`src/hdl/fps_consts.svh`:
```
`ifndef FPS_CONSTS_SVH
`define FPS_CONSTS_SVH

// register byte offsets
`define FPS_OFF_CTRL    8'h00
`define FPS_OFF_STATUS  8'h04
`define FPS_OFF_PRESENT 8'h08
`define FPS_OFF_INTSEG  8'h0C
`define FPS_OFF_COMMIT  8'h10
`define FPS_OFF_DESC    8'h14

// control register fields
`define FPS_CTRL_SEG    0
`define FPS_CTRL_CDESC  1
`define FPS_CTRL_PDESC  2
`define FPS_CTRL_IQ     3
`define FPS_CTRL_SRC_LO 4
`define FPS_CTRL_SRC_HI 5
`define FPS_CTRL_PLAY   6
`define FPS_CTRL_CSUB   7
`define FPS_CTRL_PSUB   8

// status register fields
`define FPS_ST_SEG_HI   15
`define FPS_ST_PRESENT  16
`define FPS_ST_REFUSED  17
`define FPS_ST_VALID    18

// reset values
`define FPS_CTRL_RST    9'h000
`define FPS_COMMIT_RST  8'hFF
`define FPS_PRESENT_RST 32'h0000_0000

// input sampling rate
`define FPS_SAMPLE_MBPS 250
`define FPS_CLK_MHZ     250

`endif

```
`src/hdl/fps_pkg.sv`:
```
package fps_pkg;

  typedef enum logic [1:0] {
    FPS_SRC_INTERNAL = 2'b00,
    FPS_SRC_FAST     = 2'b01,
    FPS_SRC_SEQ      = 2'b10,
    FPS_SRC_MULTI    = 2'b11
  } fps_src_t;

  typedef logic [15:0] fps_word_t;

endpackage : fps_pkg

```
`src/hdl/fps_rx.sv`:
```
// Our own choices: the address map and register access over APB.
`timescale 1ns/1ps
`include "fps_consts.svh"
// Behaviour
// - segment stream mode turns on only while all other port modes are off.
// - control descriptor mode excludes every other port mode.
// - pulse descriptor mode excludes every other port mode.
// - control mode: bits 15:8 are address, bits 7:0 are parameter.
// - pulse mode splits each word the same way.
// - inputs sampled every 4 ns; valid toggles no faster.
// - a new edge with a different identifier switches playback segment.
// - an identifier with no stored waveform replays no modulation.
// - commit code ends a control descriptor and applies it.
// - commit code closes a pulse descriptor; next pairs go onward.
// - source selector internal, port, sequencer or multi; only port uses ids.
// - playback data streams only while waveform playback is enabled.
// - identifiers accepted only while segment stream mode is enabled.
// - control pairs used only with control subsystem and mode enabled.
// - pulse pairs used only with pulse subsystem and mode enabled.
// - segment mode takes a 16-bit identifier marked by valid.
module fps_rx
  import fps_pkg::*;
#(
  parameter int SEG_SLOTS = 32,
  parameter int DATA_W    = 16
) (
  // apb slave
  input  wire logic        pclk,
  input  wire logic        presetn,
  input  wire logic        psel,
  input  wire logic        penable,
  input  wire logic        pwrite,
  input  wire logic [7:0]  paddr,
  input  wire logic [31:0] pwdata,
  output logic      [31:0] prdata,
  output logic             pready,
  output logic             pslverr,
  // fast control port pins
  input  wire logic [15:0] fp_data,
  input  wire logic        fp_valid,
  // other segment sources, same clock
  input  wire logic [15:0] seq_segment_id,
  input  wire logic [15:0] mf_segment_id,
  // playback side
  output logic [15:0]      play_segment,
  output logic             play_stream_en,
  output logic             play_switch,
  // descriptor subsystem side
  output logic [7:0]       desc_addr,
  output logic [7:0]       desc_param,
  output logic             ctrl_desc_strobe,
  output logic             ctrl_desc_apply,
  output logic             pulse_desc_strobe,
  output logic             pulse_desc_close,
  output logic [7:0]       pulse_desc_index
);

  localparam int SAMPLE_NS = 1000 / `FPS_SAMPLE_MBPS;
  localparam int CLK_NS    = 1000 / `FPS_CLK_MHZ;

  // one sample per clock; a slower clock would miss 4 ns pulses
  if (CLK_NS > SAMPLE_NS) begin : g_chk_clk
    $error("clock slower than sample rate");
  end
  if (SEG_SLOTS < 1 || SEG_SLOTS > 32) begin : g_chk_slots
    $error("SEG_SLOTS 1..32");
  end
  if (DATA_W != 16) begin : g_chk_width
    $error("DATA_W must be 16");
  end

  // register state
  logic [8:0]           ctrl_ff;
  logic [SEG_SLOTS-1:0] present_ff;
  logic [15:0]          int_seg_ff;
  logic [7:0]           commit_ff;
  logic                 refused_ff;
  logic [31:0]          prdata_ff;
  logic                 pready_ff;
  logic                 pslverr_ff;

  // input sampling
  logic [15:0] d_s1_ff;
  logic [15:0] d_s2_ff;
  logic [15:0] d_s3_ff;
  logic [15:0] d_lvl_ff;
  logic        v_s1_ff;
  logic        v_s2_ff;
  logic        v_s3_ff;
  logic        v_lvl_ff;
  logic [15:0] nxt_d_lvl;
  logic        nxt_v_lvl;
  logic        v_rise;

  // datapath state
  logic [15:0] fp_seg_ff;
  logic [15:0] play_seg_ff;
  logic        play_en_ff;
  logic        switch_ff;
  logic [7:0]  addr_ff;
  logic [7:0]  param_ff;
  logic        cstb_ff;
  logic        capply_ff;
  logic        pstb_ff;
  logic        pclose_ff;
  logic [7:0]  pidx_ff;

  // decoded controls
  logic     seg_mode;
  logic     cdesc_mode;
  logic     pdesc_mode;
  fps_src_t src;
  logic     play_en_cfg;
  logic     csub_en;
  logic     psub_en;
  logic     wr_acc;
  logic     setup;
  logic     mapped;
  logic     ctrl_wr_ok;
  logic [3:0] mode_old, mode_new;
  logic [15:0] sel_seg;
  logic       sel_present;
  logic [31:0] present_all;

  assign seg_mode    = ctrl_ff[`FPS_CTRL_SEG];
  assign cdesc_mode  = ctrl_ff[`FPS_CTRL_CDESC];
  assign pdesc_mode  = ctrl_ff[`FPS_CTRL_PDESC];
  assign src         = fps_src_t'(ctrl_ff[`FPS_CTRL_SRC_HI:`FPS_CTRL_SRC_LO]);
  assign play_en_cfg = ctrl_ff[`FPS_CTRL_PLAY];
  assign csub_en     = ctrl_ff[`FPS_CTRL_CSUB];
  assign psub_en     = ctrl_ff[`FPS_CTRL_PSUB];

  assign setup  = psel & ~penable & ~pready_ff;
  assign wr_acc = psel & penable & pready_ff & pwrite;

  always_comb begin
    unique case (paddr)
      `FPS_OFF_CTRL, `FPS_OFF_STATUS, `FPS_OFF_PRESENT,
      `FPS_OFF_INTSEG, `FPS_OFF_COMMIT, `FPS_OFF_DESC: mapped = 1'b1;
      default: mapped = 1'b0;
    endcase
  end

  // mode field accepted only if at most one mode ends up on and no
  // mode is swapped for another without first going through all-off
  assign mode_old = ctrl_ff[`FPS_CTRL_IQ:`FPS_CTRL_SEG];
  assign mode_new = pwdata[`FPS_CTRL_IQ:`FPS_CTRL_SEG];
  always_comb begin
    ctrl_wr_ok = 1'b1;
    if ($countones(mode_new) > 1) begin
      ctrl_wr_ok = 1'b0;
    end else if (mode_old != 4'h0 && mode_new != 4'h0 &&
                 mode_new != mode_old) begin
      ctrl_wr_ok = 1'b0;
    end
  end

  // apb: setup latches the answer, access cycle shows pready
  always_ff @(posedge pclk or negedge presetn) begin
    if (!presetn) begin
      pready_ff  <= 1'b0;
      pslverr_ff <= 1'b0;
      prdata_ff  <= 32'h0000_0000;
    end else begin
      pready_ff  <= setup;
      pslverr_ff <= setup & ~mapped;
      if (setup) begin
        prdata_ff <= 32'h0000_0000;
        if (!pwrite) begin
          unique case (paddr)
            `FPS_OFF_CTRL:    prdata_ff <= {23'h0, ctrl_ff};
            `FPS_OFF_STATUS:  prdata_ff <= {13'h0, v_lvl_ff, refused_ff,
                                            sel_present, play_seg_ff};
            `FPS_OFF_PRESENT: prdata_ff <= 32'(present_ff);
            `FPS_OFF_INTSEG:  prdata_ff <= {16'h0, int_seg_ff};
            `FPS_OFF_COMMIT:  prdata_ff <= {24'h0, commit_ff};
            `FPS_OFF_DESC:    prdata_ff <= {8'h0, pidx_ff, addr_ff,
                                            param_ff};
            default:          prdata_ff <= 32'h0000_0000;
          endcase
        end
      end
    end
  end

  // software registers
  always_ff @(posedge pclk or negedge presetn) begin
    if (!presetn) begin
      ctrl_ff    <= `FPS_CTRL_RST;
      present_ff <= SEG_SLOTS'(`FPS_PRESENT_RST);
      int_seg_ff <= 16'h0000;
      commit_ff  <= `FPS_COMMIT_RST;
    end else if (wr_acc) begin
      unique case (paddr)
        `FPS_OFF_CTRL: begin
          if (ctrl_wr_ok) begin
            ctrl_ff <= pwdata[8:0];
          end else begin
            // mode bits kept, rest of the word still lands
            ctrl_ff <= {pwdata[8:4], mode_old};
          end
        end
        `FPS_OFF_PRESENT: present_ff <= pwdata[SEG_SLOTS-1:0];
        `FPS_OFF_INTSEG:  int_seg_ff <= pwdata[15:0];
        `FPS_OFF_COMMIT:  commit_ff  <= pwdata[7:0];
        default: ;
      endcase
    end
  end

  // sticky refused flag, write one to status bit to clear; a new
  // refusal in the clearing cycle wins
  always_ff @(posedge pclk or negedge presetn) begin
    if (!presetn) begin
      refused_ff <= 1'b0;
    end else if (wr_acc && paddr == `FPS_OFF_CTRL && !ctrl_wr_ok) begin
      refused_ff <= 1'b1;
    end else if (wr_acc && paddr == `FPS_OFF_STATUS &&
                 pwdata[`FPS_ST_REFUSED]) begin
      refused_ff <= 1'b0;
    end
  end

  // three-stage sampler, every pclk is one 4 ns sample
  always_ff @(posedge pclk or negedge presetn) begin
    if (!presetn) begin
      d_s1_ff <= 16'h0000;
      d_s2_ff <= 16'h0000;
      d_s3_ff <= 16'h0000;
      v_s1_ff <= 1'b0;
      v_s2_ff <= 1'b0;
      v_s3_ff <= 1'b0;
    end else begin
      d_s1_ff <= fp_data;
      d_s2_ff <= d_s1_ff;
      d_s3_ff <= d_s2_ff;
      v_s1_ff <= fp_valid;
      v_s2_ff <= v_s1_ff;
      v_s3_ff <= v_s2_ff;
    end
  end

  // a level change counts once stages two and three agree
  for (genvar i = 0; i < 16; i++) begin : g_bit
    assign nxt_d_lvl[i] = (d_s2_ff[i] == d_s3_ff[i]) ? d_s3_ff[i]
                                                     : d_lvl_ff[i];
  end
  assign nxt_v_lvl = (v_s2_ff == v_s3_ff) ? v_s3_ff : v_lvl_ff;
  // valid held high never rises again until it has been seen low
  assign v_rise = nxt_v_lvl & ~v_lvl_ff;

  always_ff @(posedge pclk or negedge presetn) begin
    if (!presetn) begin
      d_lvl_ff <= 16'h0000;
      v_lvl_ff <= 1'b0;
    end else begin
      d_lvl_ff <= nxt_d_lvl;
      v_lvl_ff <= nxt_v_lvl;
    end
  end

  // segment identifier capture
  always_ff @(posedge pclk or negedge presetn) begin
    if (!presetn) begin
      fp_seg_ff <= 16'h0000;
    end else if (v_rise && seg_mode) begin
      fp_seg_ff <= nxt_d_lvl;
    end
  end

  // segment source selection
  always_comb begin
    unique case (src)
      FPS_SRC_FAST: sel_seg = fp_seg_ff;
      FPS_SRC_SEQ:  sel_seg = seq_segment_id;
      FPS_SRC_MULTI: sel_seg = mf_segment_id;
      FPS_SRC_INTERNAL: sel_seg = int_seg_ff;
    endcase
  end
  // ids beyond the table have no stored waveform
  // table padded to 32 so any five-bit index stays legal
  assign present_all = 32'(present_ff);
  assign sel_present = (sel_seg < 16'(SEG_SLOTS)) &&
                       present_all[sel_seg[4:0]];

  // playback control
  always_ff @(posedge pclk or negedge presetn) begin
    if (!presetn) begin
      play_seg_ff <= 16'h0000;
      play_en_ff  <= 1'b0;
      switch_ff   <= 1'b0;
    end else begin
      play_seg_ff <= sel_seg;
      play_en_ff  <= play_en_cfg & sel_present;
      // pulse only when the identifier really changes
      switch_ff   <= play_en_cfg & (sel_seg != play_seg_ff);
    end
  end

  // descriptor pairs, split into address and parameter
  always_ff @(posedge pclk or negedge presetn) begin
    if (!presetn) begin
      addr_ff   <= 8'h00;
      param_ff  <= 8'h00;
      cstb_ff   <= 1'b0;
      pstb_ff   <= 1'b0;
      capply_ff <= 1'b0;
      pclose_ff <= 1'b0;
    end else begin
      cstb_ff   <= v_rise & cdesc_mode & csub_en;
      pstb_ff   <= v_rise & pdesc_mode & psub_en;
      capply_ff <= v_rise & cdesc_mode & csub_en &
                   (nxt_d_lvl[7:0] == commit_ff);
      pclose_ff <= v_rise & pdesc_mode & psub_en &
                   (nxt_d_lvl[7:0] == commit_ff);
      if (v_rise && ((cdesc_mode && csub_en) || (pdesc_mode && psub_en)))
      begin
        addr_ff  <= nxt_d_lvl[15:8];
        param_ff <= nxt_d_lvl[7:0];
      end
    end
  end

  // pulse descriptor index advances on each close
  always_ff @(posedge pclk or negedge presetn) begin
    if (!presetn) begin
      pidx_ff <= 8'h00;
    end else if (!pdesc_mode) begin
      pidx_ff <= 8'h00;
    end else if (v_rise && psub_en && nxt_d_lvl[7:0] == commit_ff) begin
      pidx_ff <= pidx_ff + 8'h01;
    end
  end

  assign prdata            = prdata_ff;
  assign pready            = pready_ff;
  assign pslverr           = pslverr_ff;
  assign play_segment      = play_seg_ff;
  assign play_stream_en    = play_en_ff;
  assign play_switch       = switch_ff;
  assign desc_addr         = addr_ff;
  assign desc_param        = param_ff;
  assign ctrl_desc_strobe  = cstb_ff;
  assign ctrl_desc_apply   = capply_ff;
  assign pulse_desc_strobe = pstb_ff;
  assign pulse_desc_close  = pclose_ff;
  assign pulse_desc_index  = pidx_ff;

endmodule : fps_rx

```
`config.mk`:
```
export PLATFORM = sky130hd
export DESIGN_NAME = fps_rx
export DESIGN_NICKNAME = d
export VERILOG_FILES = /design/src/hdl/fps_pkg.sv /design/src/hdl/fps_rx.sv
export VERILOG_INCLUDE_DIRS = /design/src /design/src/hdl
export SDC_FILE = /design/constraint.sdc
export NUM_CORES = 1
export LEC_CHECK = 0
export ABC_CLOCK_PERIOD_IN_PS = 3200
export BUFFER_PORTS_ARGS = -buffer_cell sky130_fd_sc_hd__buf_4
export CAP_MARGIN = 20
export CORE_MARGIN = 2
export CORE_UTILIZATION = 30
export DETAILED_ROUTE_END_ITERATION = 10
export GPL_ROUTABILITY_DRIVEN = 0
export SLEW_MARGIN = 20
export SYNTH_ARGS = -nofsm -noshare
export SYNTH_HDL_FRONTEND = slang
export SYNTH_SLANG_ARGS = --single-unit
```
`constraint.sdc`:
```
create_clock -name pclk -period 3.2 [get_ports pclk]
set_input_delay 0.32 -clock pclk [delete_from_list [all_inputs] [get_ports pclk]]
set_output_delay 0.32 -clock pclk [all_outputs]
set_load 0.01 [all_outputs]
```
==> results.md <==
Synth:
- The post-synthesis net count is 818.
- Yosys instantiated no cell more often than sky130_fd_sc_hd__dfrtp_1.
- Sequential elements use 60.4% of the synthesized area.
- Among all flip-flop cells after synthesis, the most frequent one is sky130_fd_sc_hd__dfrtp_1.
- The number of enable-type register cells in the synthesized netlist is 0.
- In the post-synthesis netlist, the biggest area contributors are sky130_fd_sc_hd__dfrtp_1 (58%), sky130_fd_sc_hd__mux2_2 (9.7%), sky130_fd_sc_hd__mux4_2 (3.3%), sky130_fd_sc_hd__xnor2_1 (2.8%), sky130_fd_sc_hd__mux2i_1 (2.8%).
- The cell area that synthesis handed to floorplanning was 0.00954 mm^2.
- The number of warnings reported in the yosys synthesis log is 0.
- After synthesis the netlist holds a flip-flop and latch count of 230.
- The proportion of netlist area held by the largest area contributor is 58.2%.
- Each instance of the synthesized netlist takes up on average 13.2 um^2.
- The commonest cells after synthesis are sky130_fd_sc_hd__dfrtp_1 (222), sky130_fd_sc_hd__mux2_2 (82), sky130_fd_sc_hd__nand2_1 (71).
- The cell type with the highest aggregate area in the netlist is sky130_fd_sc_hd__dfrtp_1.
- Yosys mapped the design onto between 50 and 60 distinct sky130hd cell types.
- The cell count after synthesis came out at 721.
- The share of synthesized registers carrying an async set or reset is 100%.

Global routing:
- For this run, the total global-route usage over all layers was measured as between 10% and 20%.
- The via count of the first global-routing pass is about 6800.
- After global routing the overflow that remains totals 0.
- The number of antenna violations at the first check in global routing is 0.
- The wire length of the first global-routing pass is approximately 42000 um.
- The pin count of the biggest net entering global routing is a little under 80.

Setup path:
- For the worst flop-to-flop path, the logic depth is 6.
- The maximum fanout along the worst path is 16.
- The critical path start-end classification is reg -> reg.
- The reg2reg setup slack is approximately 0.55 ns.
- The worst endpoint required time is between 3 and 4 ns.
- The worst setup path is launched from a register.
- For the worst setup path, the data arrival time is between 3 and 4 ns.
- The kind of end point of the critical path is a register.

Final layout:
- The post-route cell area is ~0.012 mm^2.
- The post-synthesis to final-layout area growth is 30.1%.
- Cells with a size suffix above 1 make up a little over a third of the layout.
- In the final design database the tool counted between 1000 and 1500 nets.
- 0 antenna diodes ended up in the layout.
- The end-of-flow core utilization is about two fifths.
- The area taken by multi-input logic gates is between 0.003 and 0.004 mm^2.
- The area taken by flip-flops and latches is 0.00577 mm^2.
- After filler insertion, the fill cell instance count of the layout stands at around 3000.

Clocking:
- The clock network latency to the later pin of the worst-skew pair is 0.52 ns.
- The longest clock path from root to sink contains 3 buffers.
- Clock tree synthesis inserted a total of 26 buffers.
- CTS saw 230 sinks.
- The cell sitting at the root of the clock tree is a sky130_fd_sc_hd__clkbuf_16.
- The TritonCTS clock tree is built.
- In this run the number of H-tree levels came out at 1.
- Clock-pin slew was measured on the worst setup and hold paths at about 0.060 ns.

Timing:
- The smallest clock period supported by the final layout is computed as ~2.6 ns.
- Setup repair after global routing left no endpoint under its margin.
- The max-slew violation total from the final report is 0.
- Summed over all failing endpoints, the final setup total negative slack is 0 ns.
- The count of endpoints failing hold in the final timing report is 0.
- In the finished design, the share of the clock period the worst path needs comes to between 80% and 90%.
- The largest clock skew in the final design is slightly above 0.009 ns.
- At the pin with the least slew margin, the transition time is 0.871 ns.
- In this run the tightest slew margin relative to its limit is a little over two fifths.
- The maximum frequency from static timing analysis is around 380 MHz.
- The number of setup violations in the final report is 0.

Hold path:
- The count of cells along the worst hold path is 2.
- The class of the most critical hold timing path is in -> reg.

Run:
- Max-cap violations in this run came to 0.

Power:
- For this design the ratio of total power to cell area is slightly above 500 mW/mm^2.
- Summed over all cells, the static leakage comes to roughly 0.0058 uW.
- IR analysis of the VDD net gives a maximum drop of approximately 310 uV.

Floorplan:
- The total die area is approximately 0.033 mm^2.
- The area of the placeable core is roughly 0.031 mm^2.
- From bottom edge to top edge, the die measures between 150 and 200 um.
- In this run the count of I/O pins placed on the die edge is 174.
- Once the floorplan was initialized, standard cells occupied a little under a third of the core.
- The floorplan has 65 rows.
- From left edge to right edge, the die measures about 180 um.

Drt:
- The number of DRC violations after detailed-routing iteration 0 is 590.
- The average wire length per cell after detail routing is between 20 and 25 um.
- The count of nets left with antenna violations once routing finished came out at 0.
- The total via count after detailed routing is roughly 6700.
- After detailed routing, the number of remaining DRC violations is 0.
- Wires add up to roughly 28000 um.
- In the routed layout, each cell is associated on average with a via count of 4.93.
- The first-pass iteration count of the detailed router is 5.

Placement:
- The total of buffers placed on input and output ports is roughly 170.
- The post-DP HPWL is slightly above 20000 um.
- The placed standard-cell area is roughly 0.011 mm^2.

Status:
- The flow ran to the end, and the final reports show no timing, DRC or antenna violations.
## placed cells by master (no fill, tap or decap), drive strengths merged, types with 7 or more instances in the layout
cell	n
dfrtp	222
buf	195
mux2	82
nand2	71
o21ai	48
clkbuf	39
xnor2	31
mux2i	27
nand3	22
nor2	20
dlygate4sd3	18
mux4	18
inv	17
a22oi	12
a21o	9
nand4	9
a222oi	9
a22o	9
nor4	8
maj3	8
a221oi	8
dfstp	8
clkinv	7
## flip-flops by register name, summed over array words and instances, names as in the netlist, 16 cells and up
signal and count:
int_seg_ff 16, prdata 32, play_segment 16, d_s2_ff 16, d_s3_ff 16, d_lvl_ff 16
present_all 32, fp_seg_ff 16, d_s1_ff 16
## cell type report
type / instances / area share [%]
repair buffers: 213 / 13.4
well taps: 402 / 4.05
clock inverters: 8 / 0.756
inverters: 18 / 0.544
flip-flops and latches: 230 / 46.5
multi-input cells: 439 / 28.6
clock buffers: 39 / 6.21
## path summary, 6_finish.rpt
check	from	end
max in group asynchronous	presetn	commit_ff[2]
worst max-delay path	ctrl_ff[5]	prdata[16]
worst max register to register	ctrl_ff[5]	prdata[16]
min in group asynchronous	presetn	prdata[10]
worst min-delay path	pwdata[25]	present_all[25]
worst min register to register	d_s1_ff[0]	d_s2_ff[0]
## report_power, final
group          switching [uW]  total, uW  leakage, uW  internal, uW
Clock                    1160       2980     0.000429          1820
Combinational             181        321      0.00235           140
Sequential               27.2       3000      0.00303          2970
Total                    1370       6300      0.00581          4930
## kinds of logic after synthesis
| family | Yosys count | synth area share [%] |
|---|---|---|
| compound gates | 112 | 8.16 |
| xor+xnor | 31 | 2.85 |
| fa+ha+maj | 11 | 1.31 |
| buf+inv | 52 | 2.36 |
| flops | 230 | 60.4 |
| mux | 127 | 16.9 |
| simple gates | 158 | 7.95 |
## worst max-delay path: stages, from the launching register on
cell and delay, ns:
sky130_fd_sc_hd__dfrtp_1 0.46, sky130_fd_sc_hd__mux4_2 0.80, sky130_fd_sc_hd__mux4_2 0.54, sky130_fd_sc_hd__nor2b_4 0.15
sky130_fd_sc_hd__a2111oi_4 0.36, sky130_fd_sc_hd__or4_1 0.17, sky130_fd_sc_hd__o21ai_1 0.05
## metal layers
metal | wire, um | up-vias | global-route usage (%)
li1 | - | 3046 | -
met1 | 12900 | 3343 | 24.0
met2 | 12600 | 227 | 25.9
met3 | 1700 | 38 | 3.41
met4 | 525 | 0 | 4.10
met5 | 0 | - | 0
## through the flow
stage                     total power (uW)  hold slack (ns)  cells  setup WS, ns
after global routing                  6540           0.0197   1349         0.387
after floorplan                       3130           0.0244    721         0.815
after global placement                3360            0.323   1284         0.564
final                                 6300           0.0358   1349         0.551
after CTS                             6380           0.0148   1349         0.532
after detailed placement              3360            0.335   1284         0.543
## what timing repair did
item | CTS | global route
gates resized for setup | 0 | 0
endpoints found under the setup margin | 0 | 0
setup buffers | 0 | 0
endpoints found under the hold margin | 86 | 0
hold buffers | 18 | 0
Power figures use the tool's default switching activity.
